===== src/iort_cfg.svh =====
// Offsets, field positions, codes and reset values of the I/O routing block.
// Assumes a 32-bit classic Wishbone slave with word-aligned byte addresses.
// What this block does
// Rear monitor select: 8-bit code, 0..4.
// Rear monitor select reads back unchanged.
// Front output 1 enable routes ramp.
// Front output 1 enable reads back.
// Front output 2 enable gates chosen source.
// Front output 2 source: 8-bit code, 0..4.
// Front output 2 source reads back.
// Input A enable adds A to servo.
// Input B enable adds B to aux.
// Input A and B enables read back.
// Enable takes 1 or 0 only.
// Trigger in modes: none, servo, hold.
// Trigger in mode resets to zero.
// Hold toggles only while servo on.
// Trigger in mode: 16 bits, reads back.
// Trigger out mode: 16 bits, reads back.
// Out-of-range select codes leave old value.
// Each trigger rising edge toggles once.
`ifndef IORT_CFG_SVH
`define IORT_CFG_SVH
`define IORT_ADR_W 6
`define IORT_OFS_REAR 6'h00
`define IORT_OFS_FO1EN 6'h04
`define IORT_OFS_FO2EN 6'h08
`define IORT_OFS_FO2SRC 6'h0C
`define IORT_OFS_MODA 6'h10
`define IORT_OFS_MODB 6'h14
`define IORT_OFS_TRGIN 6'h18
`define IORT_OFS_TRGOUT 6'h1C
`define IORT_OFS_CTL 6'h20
`define IORT_CTL_SERVO 0
`define IORT_CTL_HOLD 1
`define IORT_CTL_TRIG 2
`define IORT_SEL_MAX 8'h04
`define IORT_EN_ON 8'h01
`define IORT_EN_OFF 8'h00
`define IORT_TMODE_NONE 16'h0000
`define IORT_TMODE_SERVO 16'h0001
`define IORT_TMODE_HOLD 16'h0002
`define IORT_RST_SEL 8'h00
`define IORT_RST_MODE 16'h0000
`endif


===== src/iort_pkg.sv =====
// Types shared by the I/O routing block and its trigger edge detector.
// Assumes iort_cfg.svh is on the include path.
`include "iort_cfg.svh"
package iort_pkg;
  // Classic Wishbone request from the master.
  typedef struct packed {
    logic cyc;
    logic stb;
    logic we;
    logic [`IORT_ADR_W-1:0] adr;
    logic [3:0] sel;
    logic [31:0] dat;
  } iort_wb_req_t;
  // Routing selections presented to the analogue switches.
  typedef struct packed {
    logic [7:0] rearMonSel;
    logic frontOut1On;
    logic [7:0] frontOut2Route;
    logic modAToServo;
    logic modBToAux;
    logic servoOn;
    logic sampleHoldOn;
    logic [15:0] trigOutMode;
  } iort_route_t;
  typedef enum logic {BUS_IDLE, BUS_ACK} iort_bus_t;
  // Whole state of the register block.
  typedef struct packed {
    iort_bus_t phase;
    logic [31:0] rdat;
    logic [7:0] rearMon;
    logic fo1En;
    logic fo2En;
    logic [7:0] fo2Src;
    logic [7:0] fo2Out;
    logic modA;
    logic modB;
    logic [15:0] trigInMode;
    logic [15:0] trigOutMode;
    logic servo;
    logic hold;
  } iort_state_t;
  // State of the trigger edge detector.
  typedef struct packed {
    logic sync1;
    logic sync2;
    logic last;
    logic rise;
  } iort_edge_t;
endpackage


===== src/iort_trig_edge.sv =====
// Trigger input synchroniser and rising edge detector.
// Assumes a single clock; the trigger pin may change at any time.
`timescale 1ns/1ns
`default_nettype none
module iort_trig_edge (
  input wire logic clk,
  input wire logic rst,
  input wire logic trigIn,
  output logic trigLevel,
  output logic trigRise
);
  import iort_pkg::*;
  iort_edge_t st_q;
  iort_edge_t st_d;

  // Two-stage synchroniser, then a one-cycle pulse on each rising edge.
  always_comb begin
    st_d = st_q;
    st_d.sync1 = trigIn;
    st_d.sync2 = st_q.sync1;
    st_d.last = st_q.sync2;
    st_d.rise = st_q.sync2 & ~st_q.last;
  end

  // State register.
  always_ff @(posedge clk or posedge rst) begin
    if (rst) begin
      st_q <= '0;
    end else begin
      st_q <= st_d;
    end
  end

  assign trigLevel = st_q.last;
  assign trigRise = st_q.rise;
endmodule
`default_nettype wire


===== src/iort_io_routing.sv =====
// Register block holding output routing, modulation enables and trigger modes.
// Assumes a classic Wishbone master; the trigger pin may be asynchronous.
`timescale 1ns/1ns
`default_nettype none
`include "iort_cfg.svh"
module iort_io_routing (
  input wire logic clk,
  input wire logic rst,
  input wire iort_pkg::iort_wb_req_t wbReq,
  output logic wbAck,
  output logic [31:0] wbDatOut,
  input wire logic trigIn,
  output iort_pkg::iort_route_t route
);
  import iort_pkg::*;

  iort_state_t st_q;
  iort_state_t st_d;
  logic trigLevel;
  logic trigRise;
  logic access;
  logic wrEn;
  logic rdEn;
  logic ctlWrite;
  logic [31:0] wdat;

  // Merges the written byte lanes into the present register contents.
  function automatic logic [31:0] mergeBytes(input logic [31:0] old,
      input logic [31:0] dat, input logic [3:0] sel);
    logic [31:0] res;
    res = old;
    for (int i = 0; i < 4; i++) begin
      if (sel[i]) begin
        res[8*i +: 8] = dat[8*i +: 8];
      end
    end
    return res;
  endfunction

  // Tells whether a selection code lies inside the defined range.
  function automatic logic selValid(input logic [7:0] code);
    return code <= `IORT_SEL_MAX;
  endfunction

  // Applies a 1 or 0 enable token, keeping the old state on anything else.
  function automatic logic enableArg(input logic old, input logic [7:0] arg);
    logic res;
    res = old;
    if (arg == `IORT_EN_ON) begin
      res = 1'b1;
    end else if (arg == `IORT_EN_OFF) begin
      res = 1'b0;
    end
    return res;
  endfunction

  // Trigger pin synchroniser and edge detector.
  iort_trig_edge u_trig (
    .clk(clk),
    .rst(rst),
    .trigIn(trigIn),
    .trigLevel(trigLevel),
    .trigRise(trigRise)
  );

  // A request is taken once per transfer, in the cycle before the ack.
  assign access = wbReq.cyc & wbReq.stb & (st_q.phase == BUS_IDLE);
  assign wrEn = access & wbReq.we;
  assign rdEn = access & ~wbReq.we;
  assign ctlWrite = wrEn & (wbReq.adr == `IORT_OFS_CTL);

  // Next state: bus handshake, register writes, read mux, trigger action.
  always_comb begin
    st_d = st_q;
    wdat = '0;
    st_d.phase = access ? BUS_ACK : BUS_IDLE;
    if (wrEn) begin
      case (wbReq.adr)
        `IORT_OFS_REAR: begin
          wdat = mergeBytes({24'h000000, st_q.rearMon}, wbReq.dat, wbReq.sel);
          if (selValid(wdat[7:0])) begin
            st_d.rearMon = wdat[7:0];
          end
        end
        `IORT_OFS_FO1EN: begin
          wdat = mergeBytes({31'h00000000, st_q.fo1En}, wbReq.dat, wbReq.sel);
          st_d.fo1En = enableArg(st_q.fo1En, wdat[7:0]);
        end
        `IORT_OFS_FO2EN: begin
          wdat = mergeBytes({31'h00000000, st_q.fo2En}, wbReq.dat, wbReq.sel);
          st_d.fo2En = enableArg(st_q.fo2En, wdat[7:0]);
        end
        `IORT_OFS_FO2SRC: begin
          wdat = mergeBytes({24'h000000, st_q.fo2Src}, wbReq.dat, wbReq.sel);
          if (selValid(wdat[7:0])) begin
            st_d.fo2Src = wdat[7:0];
          end
        end
        `IORT_OFS_MODA: begin
          wdat = mergeBytes({31'h00000000, st_q.modA}, wbReq.dat, wbReq.sel);
          st_d.modA = enableArg(st_q.modA, wdat[7:0]);
        end
        `IORT_OFS_MODB: begin
          wdat = mergeBytes({31'h00000000, st_q.modB}, wbReq.dat, wbReq.sel);
          st_d.modB = enableArg(st_q.modB, wdat[7:0]);
        end
        `IORT_OFS_TRGIN: begin
          wdat = mergeBytes({16'h0000, st_q.trigInMode}, wbReq.dat, wbReq.sel);
          st_d.trigInMode = wdat[15:0];
        end
        `IORT_OFS_TRGOUT: begin
          wdat = mergeBytes({16'h0000, st_q.trigOutMode}, wbReq.dat, wbReq.sel);
          st_d.trigOutMode = wdat[15:0];
        end
        `IORT_OFS_CTL: begin
          if (wbReq.sel[0]) begin
            st_d.servo = wbReq.dat[`IORT_CTL_SERVO];
            st_d.hold = wbReq.dat[`IORT_CTL_HOLD];
          end
        end
        default: begin
          wdat = '0;
        end
      endcase
    end
    // The trigger acts on top of a same-cycle software write, so no edge is lost.
    if (trigRise) begin
      case (st_q.trigInMode)
        `IORT_TMODE_SERVO: begin
          st_d.servo = ~st_d.servo;
        end
        `IORT_TMODE_HOLD: begin
          if (st_d.servo) begin
            st_d.hold = ~st_d.hold;
          end
        end
        default: begin
          st_d.servo = st_d.servo;
        end
      endcase
    end
    // Output 2 carries its chosen source only while enabled.
    st_d.fo2Out = st_d.fo2En ? st_d.fo2Src : `IORT_RST_SEL;
    // Read data, zero for unmapped offsets.
    st_d.rdat = '0;
    if (rdEn) begin
      case (wbReq.adr)
        `IORT_OFS_REAR: st_d.rdat = {24'h000000, st_q.rearMon};
        `IORT_OFS_FO1EN: st_d.rdat = {31'h00000000, st_q.fo1En};
        `IORT_OFS_FO2EN: st_d.rdat = {31'h00000000, st_q.fo2En};
        `IORT_OFS_FO2SRC: st_d.rdat = {24'h000000, st_q.fo2Src};
        `IORT_OFS_MODA: st_d.rdat = {31'h00000000, st_q.modA};
        `IORT_OFS_MODB: st_d.rdat = {31'h00000000, st_q.modB};
        `IORT_OFS_TRGIN: st_d.rdat = {16'h0000, st_q.trigInMode};
        `IORT_OFS_TRGOUT: st_d.rdat = {16'h0000, st_q.trigOutMode};
        `IORT_OFS_CTL: begin
          st_d.rdat[`IORT_CTL_SERVO] = st_q.servo;
          st_d.rdat[`IORT_CTL_HOLD] = st_q.hold;
          st_d.rdat[`IORT_CTL_TRIG] = trigLevel;
        end
        default: st_d.rdat = '0;
      endcase
    end
  end

  // State register; all selections and modes start at zero.
  always_ff @(posedge clk or posedge rst) begin
    if (rst) begin
      st_q <= '0;
      st_q.trigInMode <= `IORT_RST_MODE;
    end else begin
      st_q <= st_d;
    end
  end

  // Outputs come straight from the state flip-flops.
  assign wbAck = (st_q.phase == BUS_ACK);
  assign wbDatOut = st_q.rdat;
  assign route.rearMonSel = st_q.rearMon;
  assign route.frontOut1On = st_q.fo1En;
  assign route.frontOut2Route = st_q.fo2Out;
  assign route.modAToServo = st_q.modA;
  assign route.modBToAux = st_q.modB;
  assign route.servoOn = st_q.servo;
  assign route.sampleHoldOn = st_q.hold;
  assign route.trigOutMode = st_q.trigOutMode;
endmodule
`default_nettype wire


===== config.mk =====
export PLATFORM = sky130hd
export DESIGN_NAME = iort_io_routing
export DESIGN_NICKNAME = d
export VERILOG_FILES = /design/src/iort_pkg.sv /design/src/iort_trig_edge.sv /design/src/iort_io_routing.sv
export VERILOG_INCLUDE_DIRS = /design/src
export SDC_FILE = /design/constraint.sdc
export NUM_CORES = 1
export LEC_CHECK = 0
export BUFFER_PORTS_ARGS = -buffer_cell sky130_fd_sc_hd__buf_2
export CAP_MARGIN = 10
export CORE_MARGIN = 8
export CORE_UTILIZATION = 52
export DETAILED_ROUTE_END_ITERATION = 16
export MAX_ROUTING_LAYER = met4
export PLACE_DENSITY = 0.79
export SYNTH_ARGS = -nofsm -noshare
export SYNTH_HDL_FRONTEND = slang
export SYNTH_SLANG_ARGS = --single-unit

===== constraint.sdc =====
create_clock -name clk -period 2.8 [get_ports clk]
set_clock_uncertainty 0.15 [all_clocks]
set_input_delay 0 -clock clk [delete_from_list [all_inputs] [get_ports clk]]
set_output_delay 0 -clock clk [all_outputs]
set_load 0.01 [all_outputs]

==> impl_metrics.tcl <==
set metrics [dict create \
    avgSynthCellArea_um2 11.6 \
    ir_worst_vdd_uv 391 \
    worst_setup_path_end_kind "flip-flop" \
    hold_viol 0 \
    grt_pass1_wl_um 14400 \
    nNetsFinal 467 \
    tightest_slew_ns 0.642 \
    period_minus_slack_ns 2.69 \
    gp_congestion 0.921 \
    clkTransAtPathRegs_ns 0.08 \
    cts_buffer_depth 2 \
    busiest_layer "met2" \
    p_seq_frac 0.520 \
    use_met3 0.0479 \
    die_area_um2 11000 \
    yosysMostFrequentCell "dfrtp_1" \
    critPathLaunchType "primary input" \
    h-tree-depth 3 \
    fmax_mhz 372 \
    pwr_density_cell_nw_per_um2 501 \
    hold_class "primary input to flip-flop" \
    grt_pass1_vias 2824 \
    post-route-period-util 0.960 \
    drt-wirelength-per-cell_um 16.8 \
    path_buf_inv 5 \
    drv_cap 0 \
    drc 0 \
    grtUsageMet2 0.259 \
    p_leak_nw 2.46 \
    instances_no_fill 527 \
    crit_fanout 4 \
    max_stage_delay_ns 0.58 \
    setup_viol 0 \
    clock_latency_ns 0.35 \
    cts-buffers-inserted 9 \
    synthCells 354 \
    rsz0062_at_grt "no" \
    io_buffers 83 \
    critPathTopFamily "buffers and inverters" \
    crit_type "primary input to flip-flop" \
    row_count 32 \
    ant_nets 0 \
    utilization 0.615 \
    slew_violations 0 \
    cts_tree "yes" \
    synth_cell_types 43 \
    dp_hpwl_um 6300 \
    slew_headroom 0.571 \
    yosys_register_bits 83 \
    grt-ovfl-total 0 \
    grt_max_degree 47 \
    met1_usage 0.195 \
    syn_area_um2 4100 \
    tns_ns 0 \
    crit_top_cell "dlygate4sd3_1" \
    drtIter0Drc 172 \
    fillCellCount 621 \
    routed_wl_um 8880 \
    crit_required_ns 2.94 \
    layout-drive-gt1-share 0.368 \
    syn_to_final_growth_pct 15.3 \
    power_frac_clock 0.403 \
    start_util 0.533 \
    switching_share 0.238 \
    chipHeight_um 105 \
    synth_flop_cell "dfrtp_1" \
    via_per_inst 5.12 \
    ys_seq_area_frac 0.507 \
    synth_warnings 0 \
    clock-sinks 83 \
    cp_cell_sequence "dlygate4sd3_1 > buf_2 > nor3_2 > dlygate4sd3_1 > nand2_1 > dlygate4sd3_1 > a31oi_1 > dlygate4sd3_1" \
    intPower_mw 1.81 \
    critPathSlowestCell "dlygate4sd3_1" \
    synth_edf_count 0 \
    die_w_um 105 \
    outcome "finished, final reports clean" \
    design.core.area_um2 7690 \
    synth.area.top_cells "dfrtp_1 (51%), buf_4 (13%), mux2_2 (11%)" \
    antenna_found_initial 1 \
    grtUsageTotal 0.168 \
    net-switching-power_mw 0.562 \
    synth_top_area_share 0.507 \
    p_comb_frac 0.077 \
    firstDrtPassIters 4 \
    netlist_top_cells_count "dfrtp_1 (83), buf_4 (69), mux2_2 (41)" \
    crit_arrival_ns 2.82 \
    synth_largest_area_cell "dfrtp_1" \
    cts-root-buf "clkbuf_8" \
    via_count 2698 \
    async_flop_share 1.00 \
    dp_cells 479 \
    ios 118 \
]
[sequential cells by signal (all words and copies together) (netlist names)]
| signal | cells |
|---|---|
| u_trig.trigLevel | 1 |
| wbAck | 1 |
| st_q | 25 |
| wbDatOut | 16 |
| u_trig.trigRise | 1 |
| route | 37 |
| u_trig.st_d | 2 |
[worst paths after layout]
path	end	slack, ns	cells past startpoint	start
min reg2reg	u_trig.st_d[1]$_DFF_PP0_	0.22	0	u_trig.st_d[2]$_DFF_PP0_
max	wbDatOut[0]$_DFF_PP0_	0.11	8	wbReq[37]
max in group asynchronous	route[2]$_DFFE_PP0P_	1.74	4	rst
min	route[33]$_DFFE_PP0P_	0.08	3	wbReq[32]
min in group asynchronous	route[35]$_DFFE_PP0P_	0.12	3	rst
max reg2reg	wbDatOut[0]$_DFF_PP0_	0.28	7	route[29]$_DFFE_PP0P_
[worst register-to-register path: cells and delay by family, from the launching register on]
kind / cells / cell delay [ns]
AND/OR/NAND/NOR: 1 / 0.07
buffers and inverters: 3 / 1.17
AO/OA/AOI/OAI: 2 / 0.15
flip-flops: 1 / 0.41
multiplexers: 1 / 0.46
[layer usage]
| layer | share of wire | up-vias | routed length (um) |
|---|---|---|---|
| met5 | 0 | - | 0 |
| met4 | 0.035 | 0 | 312 |
| met3 | 0.055 | 25 | 487 |
| met2 | 0.48 | 91 | 4240 |
| met1 | 0.43 | 1317 | 3840 |
| li1 | - | 1265 | - |
[metrics by stage]
stage	hold WS, ns	area [um^2]	setup WS [ns]	total power [mW]
floorplan	-0.119	4160	0.513	1.37
global placement	-0.0548	4180	0.556	1.40
detailed placement	-0.0452	4180	0.541	1.41
CTS	0.0572	4720	0.0369	2.38
global route	0.130	4730	0.0126	2.45
finish	0.0841	4730	0.113	2.37
[kinds of logic after synthesis]
family,count (synthesis),synth area share
simple gates,104,0.147
flops,83,0.507
buf+inv,82,0.139
mux,61,0.164
compound gates,20,0.0351
xor+xnor,3,0.00641
other cells,1,0.000915
[cells in the final DEF (no fill, tap or decap), types with 6 or more instances in the layout]
cell and n:
and3b_1 6, buf_2 81, mux2_2 41, nor2_1 30
a221oi_1 7, dfrtp_1 83, nand2_1 14, dlygate4sd3_1 30
mux2i_1 19, and2_1 12, conb_1 16, clkbuf_8 9
[area by class of cell]
| type | instances | area, um^2 | area share |
|---|---|---|---|
| clock inverters | 7 | 101 | 0.0214 |
| well taps | 102 | 128 | 0.0270 |
| clock buffers | 9 | 124 | 0.0262 |
| diodes | 1 | 2.50 | 0.000529 |
| repair buffers | 117 | 767 | 0.162 |
| multi-input cells | 204 | 1510 | 0.320 |
| flip-flops and latches | 83 | 2080 | 0.439 |
| inverters | 4 | 16.3 | 0.00344 |
[power by group through the flow]
stage	Sequential [mW]	Combinational [mW]	Clock, mW
2_1_floorplan	1.25	0.118	0
3_3_place_gp	1.25	0.148	0
3_5_place_dp	1.25	0.152	0
4_1_cts	1.23	0.182	0.967
5_1_grt	1.23	0.202	1.01
6_report	1.23	0.183	0.953
[what timing repair did]
item                       in CTS  in global routing
hold endpoints to repair       91                  0
hold buffers                   31                  0
setup endpoints to repair       0                  2
resized for setup               0                  4
setup buffers                   0                  2
Power figures use the tool's default switching activity.
